### src/verilog/fgs_pkg.sv
/*
  Constants and types shared by the gateway status logic.
  Assumes a 100 MHz system clock.
*/
package fgs_pkg;

  localparam int unsigned CLK_HZ            = 100_000_000;
  localparam int unsigned POLL_PERIOD_US    = 1000;
  // Per-reader refresh of about 1 ms when all four readers are present, split over four slots
  localparam int unsigned POLL_SLOT_CYCLES  =
    (CLK_HZ / 1_000_000) * POLL_PERIOD_US / 4;
  localparam int unsigned WARN_HOLD_S       = 60;
  // One minute of cycles does not fit 32 bits, so it is held in 64
  localparam longint unsigned WARN_HOLD_CYCLES =
    64'(CLK_HZ) * 64'(WARN_HOLD_S);
  localparam int unsigned FLASH_HALF_MS     = 250;
  localparam int unsigned FLASH_HALF_CYCLES =
    (CLK_HZ / 1000) * FLASH_HALF_MS;
  localparam int unsigned MAX_BAUD          = 12_000_000;

  localparam logic [3:0] CODE_NONE        = 4'h0;
  localparam logic [3:0] CODE_HW          = 4'h1;
  localparam logic [3:0] CODE_NVM         = 4'h2;
  localparam logic [3:0] CODE_INTMEM      = 4'h3;
  localparam logic [3:0] CODE_FB_HW       = 4'h4;
  localparam logic [3:0] CODE_SCRIPT      = 4'h5;
  localparam logic [3:0] CODE_LAST_ERROR  = 4'h5;
  localparam logic [3:0] CODE_RS_TX_OVF   = 4'h7;
  localparam logic [3:0] CODE_RS_RX_OVF   = 4'h8;
  localparam logic [3:0] CODE_RS_TIMEOUT  = 4'h9;
  localparam logic [3:0] CODE_FB_GENERAL  = 4'hA;
  localparam logic [3:0] CODE_FB_PARITY   = 4'hB;
  localparam logic [3:0] CODE_FB_CONFIG   = 4'hD;
  localparam logic [3:0] CODE_FB_OVF      = 4'hE;

  localparam logic [3:0] SPARE_REQUIRED   = 4'h0;
  localparam logic [7:0] ADDR_RESET       = 8'h00;

  // Fieldbus link state reported by the protocol engine
  typedef enum logic [1:0] {
    FGS_FB_WAIT_PRM = 2'b00,
    FGS_FB_WAIT_CFG = 2'b01,
    FGS_FB_DATA_EX  = 2'b11,
    FGS_FB_ERROR    = 2'b10
  } fgs_fb_state_t;

  // Two-colour indicator drive
  typedef enum logic [1:0] {
    FGS_LED_OFF   = 2'b00,
    FGS_LED_GREEN = 2'b01,
    FGS_LED_RED   = 2'b10
  } fgs_led_t;

endpackage : fgs_pkg

### src/verilog/fgs_status_top.sv
/*
  Gateway status and supervision: reader polling cadence, code
  indicators, error latching and warning timeout, diagnostic byte,
  fieldbus indicators and station address capture.
  Assumes fault events are one-cycle pulses on clk; selectors are pins.
*/
`timescale 1ns/10ps
`default_nettype none
module fgs_status_top
  import fgs_pkg::*;
#(
  parameter longint unsigned WARN_CYCLES  = WARN_HOLD_CYCLES,
  parameter int unsigned FLASH_CYCLES = FLASH_HALF_CYCLES
)
(
  input  wire logic       clk,
  input  wire logic       srst,
  input  wire logic [3:0] reader_present,
  input  wire logic [3:0] address_upper_selector,
  input  wire logic [3:0] address_lower_selector,
  input  wire logic [3:0] spare_selector_a,
  input  wire logic [3:0] spare_selector_b,
  input  wire logic       err_hw,
  input  wire logic       err_nvm,
  input  wire logic       err_intmem,
  input  wire logic       err_fieldbus,
  input  wire logic       err_script,
  input  wire logic       warn_rs_tx_ovf,
  input  wire logic       warn_rs_rx_ovf,
  input  wire logic       warn_rs_timeout,
  input  wire logic       warn_fb_general,
  input  wire logic       warn_fb_parity,
  input  wire logic       warn_fb_config,
  input  wire logic       warn_fb_ovf,
  input  wire logic [1:0] fb_state,
  output logic            poll_strobe,
  output logic [1:0]      poll_addr,
  output logic            data_exchange_enable,
  output logic [7:0]      station_address,
  output logic            station_address_valid,
  output logic [1:0]      module_state_indicator,
  output logic            code_indicator_bit0,
  output logic            code_indicator_bit1,
  output logic            code_indicator_bit2,
  output logic            code_indicator_bit3,
  output logic [7:0]      ext_diag_byte,
  output logic [1:0]      fieldbus_state_indicator,
  output logic            fieldbus_fault_indicator
);

  localparam int unsigned WW = $clog2(WARN_CYCLES + 1);
  localparam int unsigned FW = $clog2(FLASH_CYCLES + 1);

  ////////////////////////////////////////////////////////////////////////
  // Pin synchronisers

  logic [15:0] sel_meta_reg;
  logic [15:0] sel_sync_reg;

  always_ff @(posedge clk) begin
    sel_meta_reg <= {address_upper_selector, address_lower_selector,
                     spare_selector_a, spare_selector_b};
    sel_sync_reg <= sel_meta_reg;
  end

  ////////////////////////////////////////////////////////////////////////
  // Station address capture, three cycles after reset release

  logic [1:0] cap_cnt_reg;
  logic [7:0] addr_reg;
  logic       addr_valid_reg;
  logic       spare_ok_reg;

  always_ff @(posedge clk) begin
    if (srst) begin
      cap_cnt_reg    <= 2'h0;
      addr_reg       <= ADDR_RESET;
      addr_valid_reg <= 1'b0;
    end else if (!addr_valid_reg) begin
      cap_cnt_reg <= cap_cnt_reg + 2'h1;
      if (cap_cnt_reg == 2'h2) begin
        addr_reg       <= sel_sync_reg[15:8];
        addr_valid_reg <= 1'b1;
      end
    end
  end

  always_ff @(posedge clk) begin
    if (srst) begin
      spare_ok_reg <= 1'b0;
    end else begin
      spare_ok_reg <= (sel_sync_reg[7:4] == SPARE_REQUIRED) &&
                      (sel_sync_reg[3:0] == SPARE_REQUIRED);
    end
  end

  assign station_address       = addr_reg;
  assign station_address_valid = addr_valid_reg;
  assign data_exchange_enable  = spare_ok_reg && addr_valid_reg;

  ////////////////////////////////////////////////////////////////////////
  // Polling

  fgs_poll_sched u_sched (
    .clk            (clk),
    .srst           (srst),
    .enable         (data_exchange_enable),
    .reader_present (reader_present),
    .poll_strobe    (poll_strobe),
    .poll_addr      (poll_addr)
  );

  ////////////////////////////////////////////////////////////////////////
  // Event coding

  function automatic logic [3:0] fgs_err_code(input logic [4:0] ev);
    logic [3:0] c;
    c = CODE_NONE;
    if (ev[4]) c = CODE_SCRIPT;
    if (ev[3]) c = CODE_FB_HW;
    if (ev[2]) c = CODE_INTMEM;
    if (ev[1]) c = CODE_NVM;
    if (ev[0]) c = CODE_HW;
    return c;
  endfunction : fgs_err_code

  function automatic logic [3:0] fgs_warn_code(input logic [6:0] ev);
    logic [3:0] c;
    c = CODE_NONE;
    if (ev[6]) c = CODE_FB_OVF;
    if (ev[5]) c = CODE_FB_CONFIG;
    if (ev[4]) c = CODE_FB_PARITY;
    if (ev[3]) c = CODE_FB_GENERAL;
    if (ev[2]) c = CODE_RS_TIMEOUT;
    if (ev[1]) c = CODE_RS_RX_OVF;
    if (ev[0]) c = CODE_RS_TX_OVF;
    return c;
  endfunction : fgs_warn_code

  logic [3:0] err_in;
  logic [3:0] warn_in;

  assign err_in  = fgs_err_code({err_script, err_fieldbus, err_intmem,
                                 err_nvm, err_hw});
  assign warn_in = fgs_warn_code({warn_fb_ovf, warn_fb_config,
                                  warn_fb_parity, warn_fb_general,
                                  warn_rs_timeout, warn_rs_rx_ovf,
                                  warn_rs_tx_ovf});

  ////////////////////////////////////////////////////////////////////////
  // Error latch and warning timer

  logic [3:0]    err_code_reg;
  logic [3:0]    warn_code_reg;
  logic [WW-1:0] warn_cnt_reg;

  always_ff @(posedge clk) begin
    if (srst) begin
      err_code_reg <= CODE_NONE;
    end else if (err_code_reg == CODE_NONE && err_in != CODE_NONE) begin
      err_code_reg <= err_in;
    end
  end

  // A new warning restarts the minute; expiry clears it
  always_ff @(posedge clk) begin
    if (srst) begin
      warn_code_reg <= CODE_NONE;
      warn_cnt_reg  <= '0;
    end else if (warn_in != CODE_NONE) begin
      warn_code_reg <= warn_in;
      warn_cnt_reg  <= WW'(WARN_CYCLES - 1);
    end else if (warn_code_reg != CODE_NONE) begin
      if (warn_cnt_reg == '0) begin
        warn_code_reg <= CODE_NONE;
      end else begin
        warn_cnt_reg <= warn_cnt_reg - WW'(1);
      end
    end
  end

  ////////////////////////////////////////////////////////////////////////
  // Module state and code indicators

  logic [3:0] shown_code;
  logic [3:0] code_reg;
  logic [1:0] mod_led_reg;

  assign shown_code = (err_code_reg != CODE_NONE) ? err_code_reg
                                                  : warn_code_reg;

  always_ff @(posedge clk) begin
    if (srst) begin
      code_reg    <= 4'h0;
      mod_led_reg <= FGS_LED_OFF;
    end else if (shown_code != CODE_NONE) begin
      code_reg    <= shown_code;
      mod_led_reg <= FGS_LED_RED;
    end else if (data_exchange_enable) begin
      code_reg    <= 4'h1 << poll_addr;
      mod_led_reg <= FGS_LED_GREEN;
    end else begin
      code_reg    <= 4'h0;
      mod_led_reg <= FGS_LED_OFF;
    end
  end

  always_ff @(posedge clk) begin
    if (srst) begin
      ext_diag_byte <= 8'h00;
    end else begin
      ext_diag_byte <= {4'h0, shown_code};
    end
  end

  assign module_state_indicator = mod_led_reg;
  assign code_indicator_bit0    = code_reg[0];
  assign code_indicator_bit1    = code_reg[1];
  assign code_indicator_bit2    = code_reg[2];
  assign code_indicator_bit3    = code_reg[3];

  ////////////////////////////////////////////////////////////////////////
  // Fieldbus indicators

  logic [FW-1:0] flash_cnt_reg;
  logic          flash_phase_reg;
  logic [1:0]    fb_led_reg;
  logic          fb_fault_reg;

  always_ff @(posedge clk) begin
    if (srst) begin
      flash_cnt_reg   <= '0;
      flash_phase_reg <= 1'b0;
    end else if (flash_cnt_reg == FW'(FLASH_CYCLES - 1)) begin
      flash_cnt_reg   <= '0;
      flash_phase_reg <= !flash_phase_reg;
    end else begin
      flash_cnt_reg <= flash_cnt_reg + FW'(1);
    end
  end

  always_ff @(posedge clk) begin
    if (srst) begin
      fb_led_reg   <= FGS_LED_OFF;
      fb_fault_reg <= 1'b1;
    end else begin
      fb_fault_reg <= (fb_state != FGS_FB_DATA_EX);
      case (fb_state)
        FGS_FB_DATA_EX:  fb_led_reg <= FGS_LED_GREEN;
        FGS_FB_WAIT_PRM: fb_led_reg <= flash_phase_reg ? FGS_LED_RED
                                                       : FGS_LED_GREEN;
        FGS_FB_WAIT_CFG: fb_led_reg <= flash_phase_reg ? FGS_LED_OFF
                                                       : FGS_LED_GREEN;
        FGS_FB_ERROR:    fb_led_reg <= FGS_LED_RED;
        default:         fb_led_reg <= FGS_LED_RED;
      endcase
    end
  end

  assign fieldbus_state_indicator = fb_led_reg;
  assign fieldbus_fault_indicator = fb_fault_reg;

endmodule : fgs_status_top
`default_nettype wire

### src/verilog/fgs_poll_sched.sv
/*
  Reader polling scheduler: steps round-robin through present readers.
  Assumes reader_present is stable logic on the same clock.
*/
`timescale 1ns/10ps
`default_nettype none
module fgs_poll_sched
  import fgs_pkg::*;
(
  input  wire logic       clk,
  input  wire logic       srst,
  input  wire logic       enable,
  input  wire logic [3:0] reader_present,
  output logic            poll_strobe,
  output logic [1:0]      poll_addr
);

  localparam int unsigned CW = $clog2(POLL_SLOT_CYCLES);

  logic [CW-1:0] slot_cnt_reg;
  logic [1:0]    addr_reg;
  logic          strobe_reg;
  logic [1:0]    addr_next;
  logic          slot_end;

  assign slot_end = (slot_cnt_reg == CW'(POLL_SLOT_CYCLES - 1));

  // Next present address above the current one, wrapping
  always_comb begin
    addr_next = addr_reg;
    for (int i = 3; i >= 1; i--) begin
      if (reader_present[2'(addr_reg + 2'(i))]) begin
        addr_next = 2'(addr_reg + 2'(i));
      end
    end
  end

  always_ff @(posedge clk) begin
    if (srst || !enable || slot_end) begin
      slot_cnt_reg <= '0;
    end else begin
      slot_cnt_reg <= slot_cnt_reg + CW'(1);
    end
  end

  always_ff @(posedge clk) begin
    if (srst) begin
      addr_reg   <= 2'h0;
      strobe_reg <= 1'b0;
    end else begin
      strobe_reg <= enable && slot_end && (reader_present != 4'h0);
      if (enable && slot_end) begin
        addr_reg <= addr_next;
      end
    end
  end

  assign poll_strobe = strobe_reg;
  assign poll_addr   = addr_reg;

endmodule : fgs_poll_sched
`default_nettype wire

### config.mk
export PLATFORM = sky130hd
export DESIGN_NAME = fgs_status_top
export DESIGN_NICKNAME = d
export VERILOG_FILES = /design/src/verilog/fgs_pkg.sv /design/src/verilog/fgs_status_top.sv /design/src/verilog/fgs_poll_sched.sv
export SDC_FILE = /design/constraint.sdc
export NUM_CORES = 1
export LEC_CHECK = 0
export BUFFER_PORTS_ARGS = -buffer_cell sky130_fd_sc_hd__buf_2
export CORE_MARGIN = 1
export CORE_UTILIZATION = 45
export DETAILED_ROUTE_END_ITERATION = 10
export GPL_ROUTABILITY_DRIVEN = 0
export PLACE_DENSITY_LB_ADDON = 0.1
export SYNTH_ARGS = -nofsm -noshare
export SYNTH_HDL_FRONTEND = slang
export SYNTH_SLANG_ARGS = --single-unit
export TNS_END_PERCENT = 30
### constraint.sdc
create_clock -name clk -period 6 [get_ports clk]
set_input_delay 0.3 -clock clk [delete_from_list [all_inputs] [get_ports clk]]
set_output_delay 0.3 -clock clk [all_outputs]
set_load 0.05 [all_outputs]
## Word-level counts from Yosys, hierarchy flattened

Index checks and enable logic that the tools add are counted.

- $add $sub $neg: 7
- Equality and inequality tests: 8
- Mux-type cells: 37
- Shifts and indexed selects: 1
- Reduce and logical (&&, ||, !) cells: 31
- Bitwise logic cells: 2
- Order comparisons: 3

Operator list:

| operator | number |
|---|---|
| two-way mux 33 bit | 3 |
| two-way mux 4 bit | 17 |
| zero test 33 bit | 1 |
| subtractor 33 x 1 -> 33 bit (second input constant) | 1 |
| adder 25 x 1 -> 25 bit (second input constant) | 1 |
| == test 25 bit (second input constant) | 1 |
| nonzero test 4 bit | 6 |
| adder 15 x 1 -> 15 bit (second input constant) | 1 |
| == test 15 bit (second input constant) | 1 |
| zero test 4 bit | 3 |
| two-way mux 2 bit | 5 |
| AND reduction 2 bit | 5 |
| less-than comparator 2 x 3 -> 1 bit (second input constant) | 3 |
| one-hot mux 2 bit (4 select lines) | 1 |
| two-way mux 1 bit | 7 |
| binary-select mux 1 bit (select 2 bit) | 3 |
| == test 2 bit (second input constant) | 3 |
| OR reduction 2 bit | 3 |
| logical AND 1 bit | 5 |
| adder 2 x 1 -> 2 bit (second input constant) | 2 |
| adder 2 bit (second input constant) | 2 |
| inequality test 2 bit (second input constant) | 2 |
| nonzero test 2 bit | 2 |
| left shift 1 x 2 -> 4 bit (first input constant) | 1 |
| other kinds (7) | 10 |

- Register bits: 146
- Output and inout bits: 30
- Input port bits: 36
- Word-level logic and storage cells: 111

## Depth between registers and ports, before layout

Gate-level depths: netlist of run 1.

- Depth after elaboration: 10
- Depth in mapped cells: 8
- Gate-level depth less buffers: 6

## By module

A second synthesis of run 1 with hierarchy kept.

- Cell total of the unflattened synthesis: 603
- Area, all modules: 5,637.9 um2

By module, submodules not included:

| module | seq. area each (um2) | area an instance (um2) | cells an instance | times used |
|---|---|---|---|---|
| fgs_status_top | 2,462.4 | 4,725.8 | 501 | 1 |
| fgs_poll_sched | 360.3 | 912.1 | 102 | 1 |

## Least setup slack after synthesis of run 1

OpenSTA, ideal clock, no wires.

- Path type: register to register
- From: reg warn_cnt_reg[2]
- To: reg warn_cnt_reg[17]
- Setup time: 0.059 ns
- Period minus slack after synthesis: 2.223 ns
- Data arrival time: 2.164 ns
- Setup slack: 3.777 ns
- Cell stages (with the launch flop): 6
- Buffers on the path: 0
- Data required time: 5.941 ns
- Cell sequence: dfxtp_1 -> or4_1 -> or4_1 -> or3_1 -> or4_1 -> nand2_1

- Word-level cells in the longest chain between the ends: 3
- Elaborated cells on any way between the ends: 4
- Those cells by class: add/sub: 1; bitwise: 1; reduce/logical: 2

RTL lines:

| element | line | source |
|---|---|---|
| start, declared | fgs_status_top.sv:155 | `logic [WW-1:0] warn_cnt_reg;` |
| start signal, assigned | fgs_status_top.sv:172 | `warn_cnt_reg <= WW'(WARN_CYCLES - 1);` |
| start signal, assigned | fgs_status_top.sv:177 | `warn_cnt_reg <= warn_cnt_reg - WW'(1);` |
| branches (longest 3 deep; another with subtractor 33 x 1 -> 33 bit) | -- |  |

Several ways; the timed one is not identified.
A chain may end at the register's enable or synchronous reset.

## Final worst setup path of run 1

- From: reg warn_cnt_reg[13]
- To: reg warn_cnt_reg[31]

Same word-level chain as after synthesis.

==> impl_metrics.yaml, run 1 <==
outcome:
  result_of_the_run: "completed"
cells_and_area:
  drive_above_1_share_pct: 16.1
  antenna-diode-count: 0
  instances_no_fill: 862
  syn_to_final_growth_pct: 20.8
  nets: 725
  finish.utilization_pct: 56.0
  n_fill_cell: 1107
  largest_register_ffs: 33
worst_hold_path:
  worst_hold_path_type: "in2reg"
  min_to: "fieldbus_state_indicator[1]"
  min_from: "fb_state[0]"
  min_path_cells: 2
synth:
  yosys_register_bits: 141
  ys_seq_area_share_pct: 50.4
  avgSynthCellArea_um2: 9.19
  synth_area_um2: 5600
  yosys_most_used_dff: "sky130_fd_sc_hd__dfxtp_1"
  synth_top_cells_by_area: "sky130_fd_sc_hd__dfxtp_1 50%, sky130_fd_sc_hd__nor2_1 5.6%, sky130_fd_sc_hd__xnor2_1 3.6%"
  yosysTopAreaCell: "sky130_fd_sc_hd__dfxtp_1"
  postSynth.asyncResetShare_pct: 0
  synthDominantCellAreaShare_pct: 50.4
  post_synth_num_cell_types: 50
  yosysWarnings: 0
  synth_enable_flop_cells: 0
  synth.top_cells.by_count: "141 x sky130_fd_sc_hd__dfxtp_1, 84 x sky130_fd_sc_hd__nor2_1, 31 x sky130_fd_sc_hd__a21oi_1"
  postSynthCellCount: 609
  synth.most_common_cell: "sky130_fd_sc_hd__dfxtp_1"
floorplan:
  floorplan.initialDensity_pct: 46.4
  core.rowCount: 40
  core_area_um2: 12100
  height_of_the_die_um: 114
  die_area_um2: 12900
  floorplan.die.width_um: 114
  top_level_ports: 66
clock_tree:
  cts.repair_timing.setup_buffer_count: 0
  cts_num_sinks: 141
  cts.repair.resized: 0
  tritoncts.num_buffers: 17
  cts_tree: "yes"
  clock_latency_ns: 0.42
  clk_path_buf_depth: 2
  htreeDepth: 4
  clock-root-buffer: "sky130_fd_sc_hd__clkbuf_16"
  clk_pin_slew_worst_paths_ns: 0.06
  hold_buffers: 16
setup_path:
  worstSetupPathType: "reg2reg"
  reg2reg_depth: 5
  critical_path.startpoint_type: "register"
  arrival_ns: 2.90
  timing.critical_path.fanout_max: 11
  timing.rr.end: "warn_cnt_reg[31]"
  regToRegStartpoint: "warn_cnt_reg[13]"
  timing.critical_path.required_ns: 6.35
  setup.reg_to_reg.worst_slack_ns: 3.45
  critPathCaptureType: "register"
timing:
  fin_ws_ns: 3.45
  tightest_slew_ns: 1.09
  layout_worst_path_cycle_share_pct: 42.5
  finClkSkew_ns: 0.00767
  final_period_minus_worst_setup_slack_ns: 2.55
  max_freq_mhz: 392
  setup-tns-final_ns: 0
  slew_violations: 0
  rsz0062_at_grt: "false"
  timing.slew.headroom_pct: 27.0
  hold_violations: 0
  timing.final.setup_violations: 0
placed_design:
  pre_cts_ws_ns: 3.49
  dp_hpwl_mm: 7.74
  port_buffers: 61
  place.detailed.instances: 814
drt:
  wirelength_mm: 11.4
  via_total_after_detailed_routing: 4569
  drt_first_iter_violations: 247
  drt-wirelength-per-cell_um: 13.2
  route.detailed.drc: 0
  ant_nets: 0
  vias_per_cell: 5.30
  firstDrtPassIters: 4
global_route:
  grt_start_max_net_pins: 56
  grt_overflow_total: 0
  grt.total_usage_pct: 19.3
  first_global_vias: 4297
  wire_length_of_the_first_global_routing_pass_mm: 19.6
  grt_antenna_before_repair: 0
pwr:
  power_per_cell_area_nw_per_um2: 335
  p_leak_nw: 2.53
  vdd_drop_max_mv: 0.279
  totalPowerFinal_mw: 2.26
flow_run:
  cap_viol_max_count: 0
==> layer usage <==
metal / global-route usage [%] / share of wire, % / vias to the layer above
li1: - / - / 2319
met1: 24.8 / 48 / 2132
met2: 29.6 / 45 / 100
met3: 5.74 / 4.0 / 18
met4: 9.39 / 2.2 / 0
met5: 0 / 0 / -
==> metrics by stage <==
step / hold WS [ns] / cell area [µm²]
floorplan: 0.310 / 5610
global placement: 0.311 / 6020
detailed placement: 0.314 / 6020
CTS: 0.0608 / 6760
global route: 0.0768 / 6760
finish: 0.0761 / 6760
==> worst max-delay path, stage by stage (launching register included) <==
cell and delay (ns):
sky130_fd_sc_hd__dfxtp_1 0.35, sky130_fd_sc_hd__or3_1 0.53, sky130_fd_sc_hd__nor4_1 0.52, sky130_fd_sc_hd__nand3_1 0.37
sky130_fd_sc_hd__or4_1 0.56, sky130_fd_sc_hd__a21oi_1 0.15
==> cells by family (layout without fill, tap and decap cells) <==
group                    after synthesis  count (layout)  share of synthesized area [%]
AO/OA/AOI/OAI                        104             104                           11.4
AND/OR/NAND/NOR                      257             257                           24.2
multiplexers                          12              12                           2.62
XOR/XNOR                              38              38                           5.95
adder cells (fa/ha/maj)                8               8                           1.79
buffers and inverters                 48             130                           3.55
flip-flops                           141             141                           50.4
other                                  1               4                         0.0670
==> cell usage in the layout (no fill, tap or decap), types with 19 or more instances in the layout <==
cell	Yosys	layout
sky130_fd_sc_hd__dfxtp_1	141	141
sky130_fd_sc_hd__nor2_1	84	83
sky130_fd_sc_hd__buf_2	3	61
sky130_fd_sc_hd__a21oi_1	31	31
sky130_fd_sc_hd__or3_1	27	27
sky130_fd_sc_hd__nand2_1	25	25
sky130_fd_sc_hd__xnor2_1	23	23
sky130_fd_sc_hd__nor3_1	21	21
sky130_fd_sc_hd__nand3_1	21	21
sky130_fd_sc_hd__o21ai_0	21	21
sky130_fd_sc_hd__a31oi_1	20	20
sky130_fd_sc_hd__inv_1	19	19
sky130_fd_sc_hd__or4_1	19	19
==> worst max-delay path by stage <==
stage	startpoint	to	slack [ns]	depth (start not counted)
after floorplan	warn_cnt_reg[2]	warn_cnt_reg[17]	3.78	5
after global placement	warn_cnt_reg[13]	warn_cnt_reg[31]	3.61	5
after detailed placement	warn_cnt_reg[13]	warn_cnt_reg[31]	3.49	5
after CTS	warn_cnt_reg[13]	warn_cnt_reg[31]	3.48	5
after global routing	warn_cnt_reg[13]	warn_cnt_reg[31]	3.21	5
final	warn_cnt_reg[13]	warn_cnt_reg[31]	3.45	5
==> where the power goes <==
group          internal, mW  switching [mW]  leakage (nW)
registers             0.985          0.0321          1.16
clock network         0.566           0.449         0.291
logic                0.0790           0.154          1.07
==> cell type report <==
cell class              instances  area (µm²)  share of cell area [%]
multi-input cells             423        2590                    38.4
clock inverters                14         141                    2.09
repair buffers                 79         480                    7.11
well taps                     168         210                    3.11
flip-flops and latches        141        2820                    41.8
inverters                      19        71.3                    1.05
clock buffers                  18         439                    6.50
Note: power is estimated with default switching activity, not from simulation.
==> run 2: changes to the inputs <==
==> constraint.sdc (replaced) <==
create_clock -name clk -period 2.35 [get_ports clk]
set_input_delay 0.1175 -clock clk [delete_from_list [all_inputs] [get_ports clk]]
set_output_delay 0.1175 -clock clk [all_outputs]
set_load 0.05 [all_outputs]
==> run 2 against run 1 <==
Compared with the run above:
- routed wire length grew 4.7%
- first-iteration DRC count grew 44%
- largest cell class unchanged
- cell count grew 2.8%
- total power grew to 2.6 times the previous value
- clock-buffer cell count is the same
- largest power group is now clock
- critical path type unchanged
==> impl_metrics.yaml, run 2 (synthesis results as in run 1) <==
timing:
  layout_worst_path_cycle_share_pct: 97.2
  finClkSkew_ns: 0.00651
  hold_violations: 0
  timing.final.setup_violations: 0
  timing.slew.headroom_pct: 61.9
  tightest_slew_ns: 0.566
  final_period_minus_worst_setup_slack_ns: 2.28
  slew_violations: 0
  max_freq_mhz: 438
setup_path:
  crit_path_frequent_cell: "sky130_fd_sc_hd__or4_4"
  longest_individual_stage_delay_on_the_worst_path_ns: 0.55
  critPathCaptureType: "register"
  slowest_cell_on_crit_path: "sky130_fd_sc_hd__or4_4"
  arrival_ns: 2.65
  regToRegStartpoint: "warn_cnt_reg[2]"
  reg2reg_depth: 5
  worst_setup_path_startpoint: "warn_cnt_reg[2]"
  setup.worst_path.end: "warn_cnt_reg[17]"
  worstSetupPathType: "reg2reg"
  timing.critical_path.fanout_max: 4
  timing.rr.end: "warn_cnt_reg[17]"
  timing.critical_path.required_ns: 2.72
  critical_path.cell_chain: "or4_4 -> or4_4 -> or3_4 -> or4_1 -> nand2_1"
  critical_path.startpoint_type: "register"
  setup.reg_to_reg.worst_slack_ns: 0.07
pwr:
  logic_gate_share_of_total_power_pct: 10.6
  power_frac_seq_pct: 43.4
  cellInternalPower_mw: 4.38
  vdd_drop_max_mv: 0.773
  totalPowerFinal_mw: 5.98
  sw_share_pct: 26.7
  p_leak_nw: 2.67
  power.share.clock_pct: 46.0
  power.net_switching_mw: 1.60
  power_per_cell_area_nw_per_um2: 851
cells_and_area:
  n_fill_cell: 1091
  instances_no_fill: 886
  nets: 749
  mostFrequentLayoutCell: "sky130_fd_sc_hd__dfxtp_1"
  finished_layout_cell_area_um2: 7030
  largest_register_ffs: 33
  finish.utilization_pct: 58.2
  syn_to_final_growth_pct: 25.5
  antenna-diode-count: 0
  layout.cells.most_common_list: "140 x sky130_fd_sc_hd__dfxtp_1, 84 x sky130_fd_sc_hd__nor2_1, 61 x sky130_fd_sc_hd__buf_2, 31 x sky130_fd_sc_hd__a21oi_1, 26 x sky130_fd_sc_hd__or3_1"
  drive_above_1_share_pct: 19.4
global_route:
  grt_start_max_net_pins: 39
  first_global_vias: 4309
  grt_overflow_total: 0
  wire_length_of_the_first_global_routing_pass_mm: 20.4
  grt_antenna_before_repair: 0
  grt.total_usage_pct: 20.1
worst_hold_path:
  worst_hold_path_type: "in2reg"
placed_design:
  port_buffers: 61
  place.detailed.instances: 835
  dp_hpwl_mm: 8.04
  dpl-instance-area_um2: 6200
drt:
  drt_first_iter_violations: 356
  firstDrtPassIters: 5
  ant_nets: 0
  route.detailed.drc: 0
  vias_per_cell: 5.18
  drt-wirelength-per-cell_um: 13.5
  via_total_after_detailed_routing: 4589
  wirelength_mm: 12.0
floorplan:
  core.rowCount: 40
  core_area_um2: 12100
  height_of_the_die_um: 114
  floorplan.die.width_um: 114
  die_area_um2: 12900
  floorplan.initialDensity_pct: 46.4
  top_level_ports: 66
clock_tree:
  cts.repair_timing.setup_buffer_count: 0
  clock_latency_ns: 0.43
  clk_pin_slew_worst_paths_ns: 0.06
  cts_tree: "yes"
  clock-root-buffer: "sky130_fd_sc_hd__clkbuf_16"
  htreeDepth: 4
  tritoncts.num_buffers: 17
  clk_path_buf_depth: 2
  cts_num_sinks: 141
outcome:
  result_of_the_run: "completed"
flow_run:
  cap_viol_max_count: 0
[run 2: cell type report]
cell class	count	area (µm²)	area share, %
Inverter	19	71.3	1.02
Clock buffer	18	439	6.25
Clock inverter	14	170	2.42
Multi-Input combinational cell	423	2620	37.3
Tap cell	168	210	2.99
Timing Repair Buffer	103	693	9.87
Sequential cell	141	2820	40.2
[run 2: worst min path at each step]
stage / end / startpoint / cells past startpoint
global placement: sel_meta_reg[2] / spare_selector_b[2] / 1
global route: station_address[7] / srst / 2
floorplan: sel_meta_reg[0] / spare_selector_b[0] / 0
detailed placement: sel_meta_reg[12] / address_upper_selector[0] / 1
CTS: station_address[4] / srst / 2
finish: station_address[4] / srst / 2
[run 2: per-layer routing]
metal,vias up,GRT usage (%),routed length (µm)
met2,87,32.1,5550
met5,-,0,0
met1,2132,25.4,5720
li1,2360,-,-
met4,0,8.42,138
met3,10,5.84,541
[run 2: timing repair]
item                                   CTS  global route
resized for setup                        1             6
setup endpoints to repair                1            24
pin swaps                                0             1
hold buffers                            19             0
endpoints found under the hold margin   20             0
[run 2: worst max-delay path: cells and delay by family (launching register included)]
family	cells	cell delay (ns)
simple gates	5	1.89
flops	1	0.34
[run 2: metrics by stage]
step | hold slack [ns] | setup TNS [ns] | setup slack [ns]
after detailed placement | 0.221 | 0 | 0.0255
after global routing | 0.0201 | -0.000550 | -0.000550
after global placement | 0.220 | 0 | 0.0653
after CTS | 0.00202 | 0 | 0.0403
final | 0.0168 | 0 | 0.0666
after floorplan | 0.145 | 0 | 0.127
[run 2: power by group through the flow]
| stage | sequential, mW | combinational, mW | clock (mW) |
|---|---|---|---|
| 2_1_floorplan | 2.79 | 0.282 | 0 |
| 3_3_place_gp | 2.64 | 0.601 | 0 |
| 3_5_place_dp | 2.65 | 0.614 | 0 |
| 4_1_cts | 2.59 | 0.640 | 2.80 |
| 5_1_grt | 2.61 | 0.695 | 2.93 |
| 6_report | 2.59 | 0.637 | 2.75 |
